<file path="src/rtl/spg_map.svh">
`ifndef SPG_MAP_SVH
`define SPG_MAP_SVH

// Register indices; byte address on the bus is four times the index
`define SPG_IDX_REVISION 6'h0A
`define SPG_IDX_CTRL 6'h0E
`define SPG_IDX_OUT_DATA 6'h0F
`define SPG_IDX_IN_DATA 6'h10

// Address layout
`define SPG_ADDR_W 8
`define SPG_DATA_W 32
`define SPG_WORD_LSB 2

// Port control fields
`define SPG_PIN_COUNT 5
`define SPG_CTRL_ENABLE_BIT 7
`define SPG_CTRL_DIR_MSB 4
`define SPG_CTRL_DIR_LSB 0

// Pin roles on shared pads
`define SPG_FILTER_PIN 4
`define SPG_CONFIG_MSB 3

// Reset values
`define SPG_CTRL_RESET 8'h00
`define SPG_OUT_RESET 8'h00
`define SPG_IN_RESET 8'h00
`define SPG_PIN_RESET 5'h00
`define SPG_RDATA_RESET 32'h00000000

// Revision code default, value is arbitrary
`define SPG_REV_CODE_DEFAULT 8'h5A

`endif

</file>
<file path="src/rtl/spg_pkg.sv">
package spg_pkg;

   typedef enum logic [1:0] {
      SPG_PH_IDLE = 2'b00,
      SPG_PH_SETUP = 2'b01,
      SPG_PH_ACCESS = 2'b10
   } spg_apb_phase_t;

   typedef enum logic [2:0] {
      SPG_SEL_NONE = 3'b000,
      SPG_SEL_REV = 3'b001,
      SPG_SEL_CTRL = 3'b010,
      SPG_SEL_OUT = 3'b011,
      SPG_SEL_IN = 3'b100
   } spg_reg_sel_t;

endpackage : spg_pkg

</file>
<file path="src/rtl/spg_pin_cell.sv">
`timescale 1ns/1ns
`include "spg_map.svh"

module spg_pin_cell (
   input wire logic clk_sys,
   input wire logic rst_b,
   input wire logic gpioActive,
   input wire logic pinDir,
   input wire logic pinOutValue,
   input wire logic padInLevel,
   output logic padDrive,
   output logic padDriveEn,
   output logic pinInLevel,
   output logic strapLevel
);

   logic padDrive_ff;
   logic padDriveEn_ff;
   logic pinInLevel_ff;
   logic strapLevel_ff;
   wire drivesPad = gpioActive & pinDir;
   wire readsPad = gpioActive & ~pinDir;

   // Output value forced low when not driving so an idle pad shows no stale data
   always_ff @(posedge clk_sys) begin
      if (!rst_b) begin
         padDrive_ff <= 1'b0;
         padDriveEn_ff <= 1'b0;
         pinInLevel_ff <= 1'b0;
         strapLevel_ff <= 1'b0;
      end else begin
         padDriveEn_ff <= drivesPad;
         padDrive_ff <= drivesPad & pinOutValue;
         pinInLevel_ff <= readsPad & padInLevel;
         strapLevel_ff <= padInLevel;
      end
   end

   assign padDrive = padDrive_ff;
   assign padDriveEn = padDriveEn_ff;
   assign pinInLevel = pinInLevel_ff;
   assign strapLevel = strapLevel_ff;

endmodule : spg_pin_cell

</file>
<file path="src/rtl/spg_apb_slave.sv">
`timescale 1ns/1ns
`include "spg_map.svh"

module spg_apb_slave (
   input wire logic clk_sys,
   input wire logic rst_b,
   input wire logic psel,
   input wire logic penable,
   input wire logic pwrite,
   input wire logic [`SPG_ADDR_W-1:0] paddr,
   output logic pready,
   output logic pslverr,
   output spg_pkg::spg_reg_sel_t regSel,
   output logic wrStrobe,
   output logic rdSetup
);

   spg_pkg::spg_apb_phase_t phase_ff;
   spg_pkg::spg_apb_phase_t nxt_phase;
   wire [5:0] wordIdx = paddr[`SPG_ADDR_W-1:`SPG_WORD_LSB];
   wire aligned = (paddr[`SPG_WORD_LSB-1:0] == 2'h0);
   wire setupCycle = psel & ~penable;
   wire accessCycle = psel & penable;
   wire mapped = (regSel != spg_pkg::SPG_SEL_NONE);

   assign regSel = !aligned ? spg_pkg::SPG_SEL_NONE :
                   (wordIdx == `SPG_IDX_REVISION) ? spg_pkg::SPG_SEL_REV :
                   (wordIdx == `SPG_IDX_CTRL) ? spg_pkg::SPG_SEL_CTRL :
                   (wordIdx == `SPG_IDX_OUT_DATA) ? spg_pkg::SPG_SEL_OUT :
                   (wordIdx == `SPG_IDX_IN_DATA) ? spg_pkg::SPG_SEL_IN :
                   spg_pkg::SPG_SEL_NONE;

   // Zero wait states: read data is latched in setup, so access can complete at once
   assign pready = 1'b1;
   assign pslverr = accessCycle & ~mapped;
   assign wrStrobe = accessCycle & pwrite & mapped & (phase_ff == spg_pkg::SPG_PH_SETUP);
   assign rdSetup = setupCycle & ~pwrite;

   always_comb begin
      case (phase_ff)
         spg_pkg::SPG_PH_IDLE: begin
            nxt_phase = setupCycle ? spg_pkg::SPG_PH_SETUP : spg_pkg::SPG_PH_IDLE;
         end
         spg_pkg::SPG_PH_SETUP: begin
            nxt_phase = accessCycle ? spg_pkg::SPG_PH_ACCESS : spg_pkg::SPG_PH_IDLE;
         end
         spg_pkg::SPG_PH_ACCESS: begin
            nxt_phase = setupCycle ? spg_pkg::SPG_PH_SETUP : spg_pkg::SPG_PH_IDLE;
         end
         default: begin
            nxt_phase = spg_pkg::SPG_PH_IDLE;
         end
      endcase
   end

   always_ff @(posedge clk_sys) begin
      if (!rst_b) begin
         phase_ff <= spg_pkg::SPG_PH_IDLE;
      end else begin
         phase_ff <= nxt_phase;
      end
   end

endmodule : spg_apb_slave

</file>
<file path="src/rtl/spg_port.sv">
`timescale 1ns/1ns
`include "spg_map.svh"

// How it works
// - Pins act as general-purpose only in serial register control mode.
// - Control bit 7 enables all five pins together; resets to zero.
// - Control bits 4 to 0 set pin direction, one is output.
// - Pin 4 shares filter strap; pins 0 to 3 share config straps.
// - Output data bits 4 to 0 drive enabled output pins.
// - Input data register returns sampled input pin levels; read-only, resets zero.
// - Fixed read-only 8-bit silicon revision code, unaffected by writes.
// - Control and output data registers are read-write, reset to zero.

module spg_port #(
   parameter logic [7:0] REV_CODE = `SPG_REV_CODE_DEFAULT
) (
   input wire logic clk_sys,
   input wire logic rst_b,
   input wire logic psel,
   input wire logic penable,
   input wire logic pwrite,
   input wire logic [`SPG_ADDR_W-1:0] paddr,
   input wire logic [`SPG_DATA_W-1:0] pwdata,
   output logic [`SPG_DATA_W-1:0] prdata,
   output logic pready,
   output logic pslverr,
   input wire logic spiCtrlMode,
   input wire logic [`SPG_PIN_COUNT-1:0] padIn,
   output logic [`SPG_PIN_COUNT-1:0] padOut,
   output logic [`SPG_PIN_COUNT-1:0] padOe,
   output logic filterStrap,
   output logic [`SPG_CONFIG_MSB:0] configStrap
);

   logic portGlobalEnable_ff;
   logic [`SPG_PIN_COUNT-1:0] pinDirection_ff;
   logic [`SPG_PIN_COUNT-1:0] pinOutValue_ff;
   logic [`SPG_DATA_W-1:0] prdata_ff;
   logic [`SPG_DATA_W-1:0] nxt_prdata;
   logic [`SPG_PIN_COUNT-1:0] pinInLevel;
   logic [`SPG_PIN_COUNT-1:0] strapLevel;
   spg_pkg::spg_reg_sel_t regSel;
   logic wrStrobe;
   logic rdSetup;

   spg_apb_slave u_apb (
      .clk_sys(clk_sys),
      .rst_b(rst_b),
      .psel(psel),
      .penable(penable),
      .pwrite(pwrite),
      .paddr(paddr),
      .pready(pready),
      .pslverr(pslverr),
      .regSel(regSel),
      .wrStrobe(wrStrobe),
      .rdSetup(rdSetup)
   );

   // Write decode; read-only registers simply have no strobe
   wire ctrlWrite = wrStrobe & (regSel == spg_pkg::SPG_SEL_CTRL);
   wire outWrite = wrStrobe & (regSel == spg_pkg::SPG_SEL_OUT);

   // Strapped control mode masks everything, whatever software left in the registers
   wire gpioActive = spiCtrlMode & portGlobalEnable_ff;

   // Readback images, unused bits read as zero
   wire [7:0] revImage = REV_CODE;
   wire [7:0] ctrlImage = {portGlobalEnable_ff, 2'b00, pinDirection_ff};
   wire [7:0] outImage = {3'b000, pinOutValue_ff};
   wire [7:0] inImage = {3'b000, pinInLevel};

   wire [7:0] readByte = (regSel == spg_pkg::SPG_SEL_REV) ? revImage :
                         (regSel == spg_pkg::SPG_SEL_CTRL) ? ctrlImage :
                         (regSel == spg_pkg::SPG_SEL_OUT) ? outImage :
                         (regSel == spg_pkg::SPG_SEL_IN) ? inImage :
                         8'h00;

   // Captured in setup so data is already stable when pready is seen
   assign nxt_prdata = rdSetup ? {24'h000000, readByte} : prdata_ff;

   always_ff @(posedge clk_sys) begin
      if (!rst_b) begin
         portGlobalEnable_ff <= 1'b0;
         pinDirection_ff <= `SPG_PIN_RESET;
      end else if (ctrlWrite) begin
         portGlobalEnable_ff <= pwdata[`SPG_CTRL_ENABLE_BIT];
         pinDirection_ff <= pwdata[`SPG_CTRL_DIR_MSB:`SPG_CTRL_DIR_LSB];
      end
   end

   always_ff @(posedge clk_sys) begin
      if (!rst_b) begin
         pinOutValue_ff <= `SPG_PIN_RESET;
      end else if (outWrite) begin
         pinOutValue_ff <= pwdata[`SPG_PIN_COUNT-1:0];
      end
   end

   always_ff @(posedge clk_sys) begin
      if (!rst_b) begin
         prdata_ff <= `SPG_RDATA_RESET;
      end else begin
         prdata_ff <= nxt_prdata;
      end
   end

   assign prdata = prdata_ff;

   // One cell per shared pad
   genvar gi;
   generate
      for (gi = 0; gi < `SPG_PIN_COUNT; gi = gi + 1) begin : g_pin
         spg_pin_cell u_cell (
            .clk_sys(clk_sys),
            .rst_b(rst_b),
            .gpioActive(gpioActive),
            .pinDir(pinDirection_ff[gi]),
            .pinOutValue(pinOutValue_ff[gi]),
            .padInLevel(padIn[gi]),
            .padDrive(padOut[gi]),
            .padDriveEn(padOe[gi]),
            .pinInLevel(pinInLevel[gi]),
            .strapLevel(strapLevel[gi])
         );
      end
   endgenerate

   // Index order keeps pad i on strap i; pad 4 is the filter select
   assign filterStrap = strapLevel[`SPG_FILTER_PIN];
   assign configStrap = strapLevel[`SPG_CONFIG_MSB:0];

   a_strap_off_pins: assert property (
      @(posedge clk_sys) disable iff (!rst_b)
      !spiCtrlMode |=> (padOe == 5'h00)
   ) else $error("pad driven while in strapped control");

   a_reset_clears_regs: assert property (
      @(posedge clk_sys) disable iff (!rst_b)
      !$past(rst_b) |-> (ctrlImage == `SPG_CTRL_RESET) && (outImage == `SPG_OUT_RESET)
   ) else $error("control or output register not zero after reset");

   a_global_gate_all: assert property (
      @(posedge clk_sys) disable iff (!rst_b)
      (ctrlWrite && !pwdata[`SPG_CTRL_ENABLE_BIT]) |=> ##1 (padOe == 5'h00) [*2]
   ) else $error("pads driven after global disable");

   a_direction_follows: assert property (
      @(posedge clk_sys) disable iff (!rst_b)
      (spiCtrlMode && portGlobalEnable_ff) |=> (padOe == $past(pinDirection_ff))
   ) else $error("pad enable does not match direction bits");

   a_ctrl_write_effect: assert property (
      @(posedge clk_sys) disable iff (!rst_b)
      ctrlWrite |=> (pinDirection_ff == $past(pwdata[4:0]))
                    && (portGlobalEnable_ff == $past(pwdata[7]))
   ) else $error("control write not stored");

   a_strap_mapping: assert property (
      @(posedge clk_sys) disable iff (!rst_b)
      1'b1 |=> (filterStrap == $past(padIn[4])) && (configStrap == $past(padIn[3:0]))
   ) else $error("strap outputs not mapped to matching pads");

   a_output_level: assert property (
      @(posedge clk_sys) disable iff (!rst_b)
      1'b1 |=> (padOut == ($past(pinOutValue_ff) & padOe))
   ) else $error("pad level differs from output data");

   a_out_write_effect: assert property (
      @(posedge clk_sys) disable iff (!rst_b)
      outWrite ##1 (!outWrite && !ctrlWrite) |=> outImage == {3'b000, $past(pwdata[4:0], 2)}
   ) else $error("output data write not kept");

   a_input_readback: assert property (
      @(posedge clk_sys) disable iff (!rst_b)
      1'b1 |=> (pinInLevel == ($past(padIn) & ~$past(pinDirection_ff)
                               & {5{$past(gpioActive)}}))
   ) else $error("input register differs from sampled input pads");

   a_revision_read: assert property (
      @(posedge clk_sys) disable iff (!rst_b)
      (rdSetup && regSel == spg_pkg::SPG_SEL_REV) |=> (prdata == {24'h000000, REV_CODE})
   ) else $error("revision read returned wrong value");

   a_input_read: assert property (
      @(posedge clk_sys) disable iff (!rst_b)
      (rdSetup && regSel == spg_pkg::SPG_SEL_IN) |=> (prdata == {27'h0, $past(pinInLevel)})
   ) else $error("input read returned wrong value");

   a_no_drive_inputs: assert property (
      @(posedge clk_sys) disable iff (!rst_b)
      1'b1 |=> ((padOe & ~$past(pinDirection_ff)) == 5'h00)
               && (padOe == 5'h00 || $past(gpioActive))
   ) else $error("input or disabled pin is driven");

   a_unmapped_error: assert property (
      @(posedge clk_sys) disable iff (!rst_b)
      (psel && penable && regSel == spg_pkg::SPG_SEL_NONE) |-> pslverr && pready
   ) else $error("unmapped access not flagged");

   // Registers only move on their own write strobe
   a_enable_holds: assert property (
      @(posedge clk_sys) disable iff (!rst_b)
      !ctrlWrite |=> $stable(portGlobalEnable_ff)
   ) else $error("global enable changed without a control write");

   a_dir_holds: assert property (
      @(posedge clk_sys) disable iff (!rst_b)
      !ctrlWrite |=> $stable(pinDirection_ff)
   ) else $error("direction bits changed without a control write");

   a_out_holds: assert property (
      @(posedge clk_sys) disable iff (!rst_b)
      !outWrite |=> $stable(pinOutValue_ff)
   ) else $error("output data changed without a write");

   a_out_store: assert property (
      @(posedge clk_sys) disable iff (!rst_b)
      outWrite |=> (pinOutValue_ff == $past(pwdata[`SPG_PIN_COUNT-1:0]))
   ) else $error("output data write not stored");

   // Pad side gating, one cycle behind the registers
   a_disabled_no_drive: assert property (
      @(posedge clk_sys) disable iff (!rst_b)
      !portGlobalEnable_ff |=> (padOe == 5'h00)
   ) else $error("pad driven while port disabled");

   a_inactive_out_low: assert property (
      @(posedge clk_sys) disable iff (!rst_b)
      !gpioActive |=> (padOut == 5'h00)
   ) else $error("pad level shown while port inactive");

   a_undriven_out_low: assert property (
      @(posedge clk_sys) disable iff (!rst_b)
      1'b1 |-> ((padOut & ~padOe) == 5'h00)
   ) else $error("output level on a pad that is not driven");

   // Input register only reports enabled input pins
   a_strapped_in_zero: assert property (
      @(posedge clk_sys) disable iff (!rst_b)
      !spiCtrlMode |=> (pinInLevel == 5'h00)
   ) else $error("input register live in strapped control");

   a_disabled_in_zero: assert property (
      @(posedge clk_sys) disable iff (!rst_b)
      !portGlobalEnable_ff |=> (pinInLevel == 5'h00)
   ) else $error("input register live while port disabled");

   a_output_in_zero: assert property (
      @(posedge clk_sys) disable iff (!rst_b)
      1'b1 |=> ((pinInLevel & $past(pinDirection_ff)) == 5'h00)
   ) else $error("input register shows an output pin");

   // Read data for the remaining registers
   a_ctrl_read: assert property (
      @(posedge clk_sys) disable iff (!rst_b)
      (rdSetup && regSel == spg_pkg::SPG_SEL_CTRL)
      |=> (prdata == {24'h000000, $past(portGlobalEnable_ff), 2'b00, $past(pinDirection_ff)})
   ) else $error("control read returned wrong value");

   a_out_read: assert property (
      @(posedge clk_sys) disable iff (!rst_b)
      (rdSetup && regSel == spg_pkg::SPG_SEL_OUT)
      |=> (prdata == {27'h0, $past(pinOutValue_ff)})
   ) else $error("output data read returned wrong value");

   a_hole_read_zero: assert property (
      @(posedge clk_sys) disable iff (!rst_b)
      (rdSetup && regSel == spg_pkg::SPG_SEL_NONE) |=> (prdata == 32'h00000000)
   ) else $error("unmapped read returned data");

   a_prdata_holds: assert property (
      @(posedge clk_sys) disable iff (!rst_b)
      !rdSetup |=> $stable(prdata)
   ) else $error("read data changed outside a read setup");

   // Writes to read-only or unmapped words leave every register alone
   a_rev_write_ignored: assert property (
      @(posedge clk_sys) disable iff (!rst_b)
      (wrStrobe && regSel == spg_pkg::SPG_SEL_REV)
      |=> $stable(pinOutValue_ff) && $stable(pinDirection_ff) && $stable(portGlobalEnable_ff)
   ) else $error("revision write changed a register");

   a_in_write_ignored: assert property (
      @(posedge clk_sys) disable iff (!rst_b)
      (wrStrobe && regSel == spg_pkg::SPG_SEL_IN)
      |=> $stable(pinOutValue_ff) && $stable(pinDirection_ff) && $stable(portGlobalEnable_ff)
   ) else $error("input data write changed a register");

   a_hole_write_ignored: assert property (
      @(posedge clk_sys) disable iff (!rst_b)
      (psel && penable && pwrite && regSel == spg_pkg::SPG_SEL_NONE)
      |=> $stable(pinOutValue_ff) && $stable(pinDirection_ff) && $stable(portGlobalEnable_ff)
   ) else $error("unmapped write changed a register");

   // Bus protocol
   a_err_in_access: assert property (
      @(posedge clk_sys) disable iff (!rst_b)
      pslverr |-> (psel && penable)
   ) else $error("error flagged outside an access phase");

   a_write_after_setup: assert property (
      @(posedge clk_sys) disable iff (!rst_b)
      wrStrobe |-> ($past(psel) && !$past(penable))
   ) else $error("write taken without a setup cycle");

endmodule : spg_port

</file>
<file path="config.mk">
export PLATFORM = sky130hd
export DESIGN_NAME = spg_port
export DESIGN_NICKNAME = d
export VERILOG_FILES = /design/src/rtl/spg_pkg.sv /design/src/rtl/spg_pin_cell.sv /design/src/rtl/spg_apb_slave.sv /design/src/rtl/spg_port.sv
export VERILOG_INCLUDE_DIRS = /design/src /design/src/rtl
export SDC_FILE = /design/constraint.sdc
export NUM_CORES = 1
export LEC_CHECK = 0
export BUFFER_PORTS_ARGS = -buffer_cell sky130_fd_sc_hd__buf_2
export CORE_MARGIN = 2
export CORE_UTILIZATION = 48
export DETAILED_ROUTE_END_ITERATION = 6
export GPL_TIMING_DRIVEN = 0
export PLACE_DENSITY = 0.88
export SLEW_MARGIN = 20
export SYNTH_ARGS = -nofsm -noshare
export SYNTH_HDL_FRONTEND = slang
export SYNTH_SLANG_ARGS = --single-unit
export TNS_END_PERCENT = 10
</file>
<file path="constraint.sdc">
create_clock -name clk_sys -period 2.2 [get_ports clk_sys]
set_clock_uncertainty 0.05 [all_clocks]
set_input_delay 0.11 -clock clk_sys [delete_from_list [all_inputs] [get_ports clk_sys]]
set_output_delay 0.11 -clock clk_sys [all_outputs]
set_load 0.02 [all_outputs]
</file>
## Word level (Yosys, flattened, before mapping)

Index checks and enable logic that the tools add are counted.

| word-level totals | value |
|---|---|
| bits in registers | 41 |
| input port bits | 51 |
| logic and storage cells | 89 |

| cells by class | value |
|---|---|
| equal/unequal tests | 10 |
| multiplexer cells | 12 |
| bitwise gates (word level) | 38 |
| reductions and logical operators | 4 |

Operators with widths:

| kind | count |
|---|---|
| $and 1x1->1 | 30 |
| $eq 6x4->1 const B | 3 |
| $mux 8 | 2 |
| $mux 3 | 5 |
| $mux 5 | 2 |
| $not 1->1 | 8 |
| $eq 3x2->1 const B | 2 |
| $eq 6x5->1 const B | 1 |
| $logic_not 2->1 | 2 |
| $pmux 2 s2 | 1 |
| $eq 3x1->1 const B | 1 |
| $eq 3x3->1 const B | 1 |
| $reduce_bool 3->1 | 1 |
| $eq 2x1->1 const B | 1 |
| $eq 2x2->1 const B | 1 |
| $mux 2 | 1 |
| $reduce_or 2->1 | 1 |
| $mux 1 | 1 |

## Logic depth before layout (Yosys ltp)

| logic depth | value |
|---|---|
| word-level depth | 11 |
| depth in mapped cells | 6 |
| gate-level depth less buffers | 4 |

## Hierarchy

Synthesis repeated with hierarchy kept, for this count alone.

| unflattened totals | value |
|---|---|
| cells, all modules | 168 |
| area, all modules | 1767.9 µm² |

By module, submodules not included:

| module | instances | cells an instance | area an instance (µm²) | seq. area each (µm²) |
|---|---|---|---|---|
| spg_port | 1 | 106 | 1016.0 | 360.3 |
| spg_pin_cell | 5 | 8 | 112.6 | 80.1 |
| spg_apb_slave | 1 | 22 | 188.9 | 40.0 |

## Worst setup path after synthesis

No wires, ideal clock.

| timing path | value |
|---|---|
| path type | in2reg |
| start point | input port paddr[3] |
| end point | register prdata_ff[2], in the netlist prdata[2] |
| library setup time | 87 ps |
| arrival | 1211 ps |
| data required time | 2063 ps |
| slack | 852 ps |
| stages on the path | 4 |
| cells stage by stage | or4b_4 > nor3b_4 > a22oi_1 > o31ai_1 |

| on the way | value |
|---|---|
| word-level cells in the longest chain between the ends | 11 |

Ends and longest elaborated chain:

| element | RTL line | RTL |
|---|---|---|
| start, declared | spg_port.sv:22 | `` input wire logic [`SPG_ADDR_W-1:0] paddr, `` |
| $eq 6x5->1 (no line) | n/a |  |
| $mux 3 | spg_apb_slave.sv:30 | `` (wordIdx == `SPG_IDX_IN_DATA) ? spg_pkg::SPG_SEL_IN : `` |
| $mux 3 | spg_apb_slave.sv:29 | `` (wordIdx == `SPG_IDX_OUT_DATA) ? spg_pkg::SPG_SEL_OUT : `` |
| $mux 3 | spg_apb_slave.sv:28 | `` (wordIdx == `SPG_IDX_CTRL) ? spg_pkg::SPG_SEL_CTRL : `` |
| $mux 3 (*) | spg_apb_slave.sv:27 | `` (wordIdx == `SPG_IDX_REVISION) ? spg_pkg::SPG_SEL_REV : `` |
| $mux 3 (*) | spg_apb_slave.sv:26 | `assign regSel = !aligned ? spg_pkg::SPG_SEL_NONE :` |
| $eq 3x3->1 | spg_port.sv:76 | `(regSel == spg_pkg::SPG_SEL_IN) ? inImage :` |
| $mux 5 | spg_port.sv:76 |  |
| $mux 5 | spg_port.sv:75 | `(regSel == spg_pkg::SPG_SEL_OUT) ? outImage :` |
| $mux 8 | spg_port.sv:74 | `(regSel == spg_pkg::SPG_SEL_CTRL) ? ctrlImage :` |
| $mux 8 (*) | spg_port.sv:73 | `wire [7:0] readByte = (regSel == spg_pkg::SPG_SEL_REV) ? revImage :` |
| end signal, assigned | spg_port.sv:102 | `` prdata_ff <= `SPG_RDATA_RESET; `` |
| end signal, assigned | spg_port.sv:104 | `prdata_ff <= nxt_prdata;` |
| end, declared | spg_port.sv:38 | `` logic [`SPG_DATA_W-1:0] prdata_ff; `` |

Every way passes the cells marked *; elsewhere a longest branch is shown, timed or not.
A chain may end at the register's enable or synchronous reset.

## Worst setup path in the final report

| timing path | value |
|---|---|
| start point | input port penable |
| end point | register prdata_ff[1], in the netlist prdata[1] |

| on the way | value |
|---|---|
| word-level cells in the longest chain between the ends | 3 |

Ends and longest elaborated chain:

| element | RTL line | RTL |
|---|---|---|
| start, declared | spg_port.sv:20 | `input wire logic penable,` |
| $not 1->1 | spg_apb_slave.sv:22 | `wire setupCycle = psel & ~penable;` |
| $and 1x1->1 | spg_apb_slave.sv:22 |  |
| $and 1x1->1 | spg_apb_slave.sv:37 | `assign rdSetup = setupCycle & ~pwrite;` |

No other way between the ends.

==> summary.md <==
| Metric | Value |
|---|---|
| Max VDD drop | `0.413 mV` |
| Synth Cell Area | `1850 um2` |
| Sw Ratio | `0.240` |
| Area growth, synth to finish | `28.4%` |
| Worst Tran Pin Value | `0.881 ns` |
| Relative slew slack | `0.412` |
| Input/output buffers | `47` |
| Final setup viols | `0` |
| Placed insts | `314` |
| First-pass iteration count of the detailed router | `4` |
| R2R setup slack | `0.82 ns` |
| Gate power share | `0.121` |
| Mean Syn Cell Area | `9.50 um2` |
| Critical Path RT | `2.31 ns` |
| Layout cells sized above 1 | `0.375` |
| Outcome | `finished clean` |
| Rows | `22` |
| Post-CTS Setup Bufs | `0` |
| Crit-path max FO | `6` |
| Initial Util | `0.502` |
| Crit path DAT | `1.97 ns` |
| Drt initial violations | `87` |
| Min Tclk post-route | `1.86 ns` |
| Final setup margin | `0.340 ns` |
| Clock share of power | `0.393` |
| Leak Pwr | `1.17 nW` |
| Diode count | `0` |
| Worst skew pair latency | `0.29 ns` |
| Synth Flop Type | `dfxtp_1` |
| Final period util | `0.845` |
| Hold crit path type | `in -> reg` |
| CTS Buffer Depth | `2` |
| P_sw | `0.000362 W` |
| Cells along the critical path | `dlygate4sd3_1, buf_2, or3b_4, a31oi_1, nor3b_1, a211oi_1` |
| Routability cong. | `0.840` |
| PwrDens | `634 nW/um2` |
| Flop pwr share | `0.486` |
| CTS Buf Count | `5` |
| Die H | `66.1 um` |
| Total GRT Usage | `0.179` |
| Root buf cell | `clkbuf_8` |
| Final Util | `0.645` |
| Drt wl/cell | `11.5 um` |
| RR Startpoint | `portGlobalEnable_ff` |
| Flip-flop and latch area | `801 um2` |
| CTS tree | `done` |
| Buf/Inv on CP | `2` |
| Worst reg2reg path depth | `3` |
| Post-synthesis register bit count | `40` |
| DRC | `0` |
| Core box area | `3690 um2` |
| Hold_sp | `padIn[3]` |
| Yosys Warn Count | `0` |
| CP max stage cell | `dlygate4sd3_1` |
| Ports | `100` |
| Largest net degree at the start of global routing | `14` |
| Total Neg Setup Slack | `0 ns` |
| Largest delay contributor family on the critical path | `simple AND/OR/NAND/NOR gates` |
| Hold Path Cell Cnt | `2` |
| Routed vias/inst | `4.51` |
| Die W | `66.1 um` |
| EDFF count, synth | `0` |
| Startpoint Class | `input pin` |
| Total power | `0.00151 W` |
| Initial antenna violation count | `0` |
| Power Internal | `0.00115 W` |
| CP peak stage delay | `0.53 ns` |
| Grt ovf | `0` |
| Fin nets | `327` |
| Final Non-Filler Cells | `325` |
| Ys async rst share | `0` |
| Clk pin slew, worst setup/hold paths | `0.08 ns` |
| Dpl hpwl | `2710 um` |
| Cells after synthesis | `195` |
| Fillcell total | `336` |
| Num Clock Sinks | `40` |
| Crit path kind | `in -> reg` |
| Slew Viols, Final | `0` |
| MaxCap Viol Count | `0` |
| Vias | `1466` |
| Hold path endpoint | `g_pin[3].u_cell.strapLevel` |
| Fmax | `538 MHz` |
| Area of the multi-input gates | `785 um2` |
| Post-synth cell types | `34` |
| DRT Wirelength | `3730 um` |
| Die Footprint | `4370 um2` |
| Vias in the first global route | `1267` |
| Crit. End Element | `flip-flop` |
| Final hold vios | `0` |
| Pre-CTS setup slack | `0.537 ns` |
| H-Tree Depth | `2` |
| R2r endpoint | `g_pin[0].u_cell.padDrive` |
| First-pass GRT wire length | `5820 um` |
| Seq/Total Area, Yosys | `0.432` |
| RSZ-0062 raised after global routing | `no` |
| Routed Antenna Nets | `0` |
==> metrics by stage <==
step           area [um2]  hold WS [ns]
3_5_place_dp         2240         0.286
4_1_cts              2380        0.0158
6_report             2380        0.0113
3_3_place_gp         2240         0.283
2_1_floorplan        1940         0.137
5_1_grt              2380        0.0154
==> power groups by stage <==
stage	Clock [W]	Combinational, W	Sequential [W]
floorplan	0	0.000127	0.000756
global placement	0	0.000174	0.000751
detailed placement	0	0.000176	0.000751
CTS	0.000597	0.000181	0.000734
global route	0.000634	0.000197	0.000735
finish	0.000593	0.000182	0.000734
==> metal layers <==
metal  up-vias  wire, um  track usage
met1       641      1540        0.221
li1        758         -            -
met2        62      1820        0.294
met3         5       339       0.0613
met5         -         0            0
met4         0        29       0.0510
==> what timing repair did <==
item / in CTS / in global routing
hold buffers: 3 / 0
resized for setup: 0 / 0
hold endpoints to repair: 3 / 0
==> sequential cells by signal, indices dropped and copies added, names as in the netlist <==
register and flops:
pinOutValue_ff 5, pinDirection_ff 5, g_pin.u_cell.padDrive 5, g_pin.u_cell.padDriveEn 5
portGlobalEnable_ff 1, g_pin.u_cell.pinInLevel 5, prdata 7, g_pin.u_cell.strapLevel 5
u_apb.phase_ff 2
==> cell usage after synthesis (2+ instances only) <==
library cell	n	share of area
a211oi_1	3	0.012
a21oi_1	5	0.014
a22oi_1	5	0.020
and2_1	12	0.041
and3_1	8	0.027
buf_2	2	0.0054
buf_4	40	0.16
buf_6	2	0.012
clkbuf_1	2	0.0041
conb_1	2	0.0041
dfxtp_1	40	0.43
mux2i_1	11	0.059
nand2_1	22	0.045
nand2b_1	5	0.017
nand3_1	3	0.0081
nand4_1	2	0.0068
nor2_1	3	0.0061
nor3b_1	9	0.036
o21ai_0	3	0.0081
o31ai_1	2	0.0081
==> worst register-to-register path: stages, from the launching register on <==
cell	delay [ns]
dfxtp_1	0.37
nand2_1	0.19
nor2_1	0.49
and3_1	0.23
==> layout by cell type, fill, tap and decap left out, drive strengths merged <==
cell type,synthesis,final
inv,1,1
nor3b,10,10
nand4,2,2
mux2i,11,11
dlygate4sd3,0,3
o31ai,2,2
nand2,22,22
and4bb,1,1
o22ai,1,1
nand2b,5,5
bufinv,0,1
clkinvlp,0,1
buf,44,91
or2b,1,1
o21ai,3,3
clkbuf,3,8
and3b,1,1
nand3b,1,1
a22oi,5,5
clkinv,0,1
conb,2,26
a21oi,5,5
nor4b,1,1
a211oi,3,3
or4b,1,1
and4b,1,1
and3,8,8
nand3,3,3
or3b,1,1
and2,12,12
nor2,3,3
a31oi,1,1
nor3,1,1
dfxtp,40,40
==> final cells by class <==
cell class / instances / area share
sequential: 40 / 0.336
multi-input combinational: 131 / 0.330
buffer: 47 / 0.149
timing repair buffer: 50 / 0.111
clock buffer: 5 / 0.0289
tap: 48 / 0.0252
clock inverter: 3 / 0.0179
inverter: 1 / 0.00158
==> cell families (layout without fill, tap and decap cells) <==
logic type | after synthesis | in the layout | share of synthesized area
and+or+nand+nor | 74 | 74 | 0.242
other | 2 | 26 | 0.00405
AOI/OAI and AO/OA | 20 | 20 | 0.0689
DFF | 40 | 40 | 0.432
buffers and inverters | 48 | 106 | 0.193
muxes | 11 | 11 | 0.0594
==> how the worst max path moves through the flow <==
| stage | cells past startpoint | from | endpoint |
|---|---|---|---|
| floorplan | 4 | paddr[3] | prdata[2] |
| finish | 6 | penable | prdata[1] |
| global route | 5 | penable | prdata[2] |
| detailed placement | 5 | paddr[4] | prdata[0] |
| global placement | 5 | paddr[4] | prdata[2] |
| CTS | 6 | penable | prdata[1] |
Note: power is estimated with default switching activity, not from simulation.
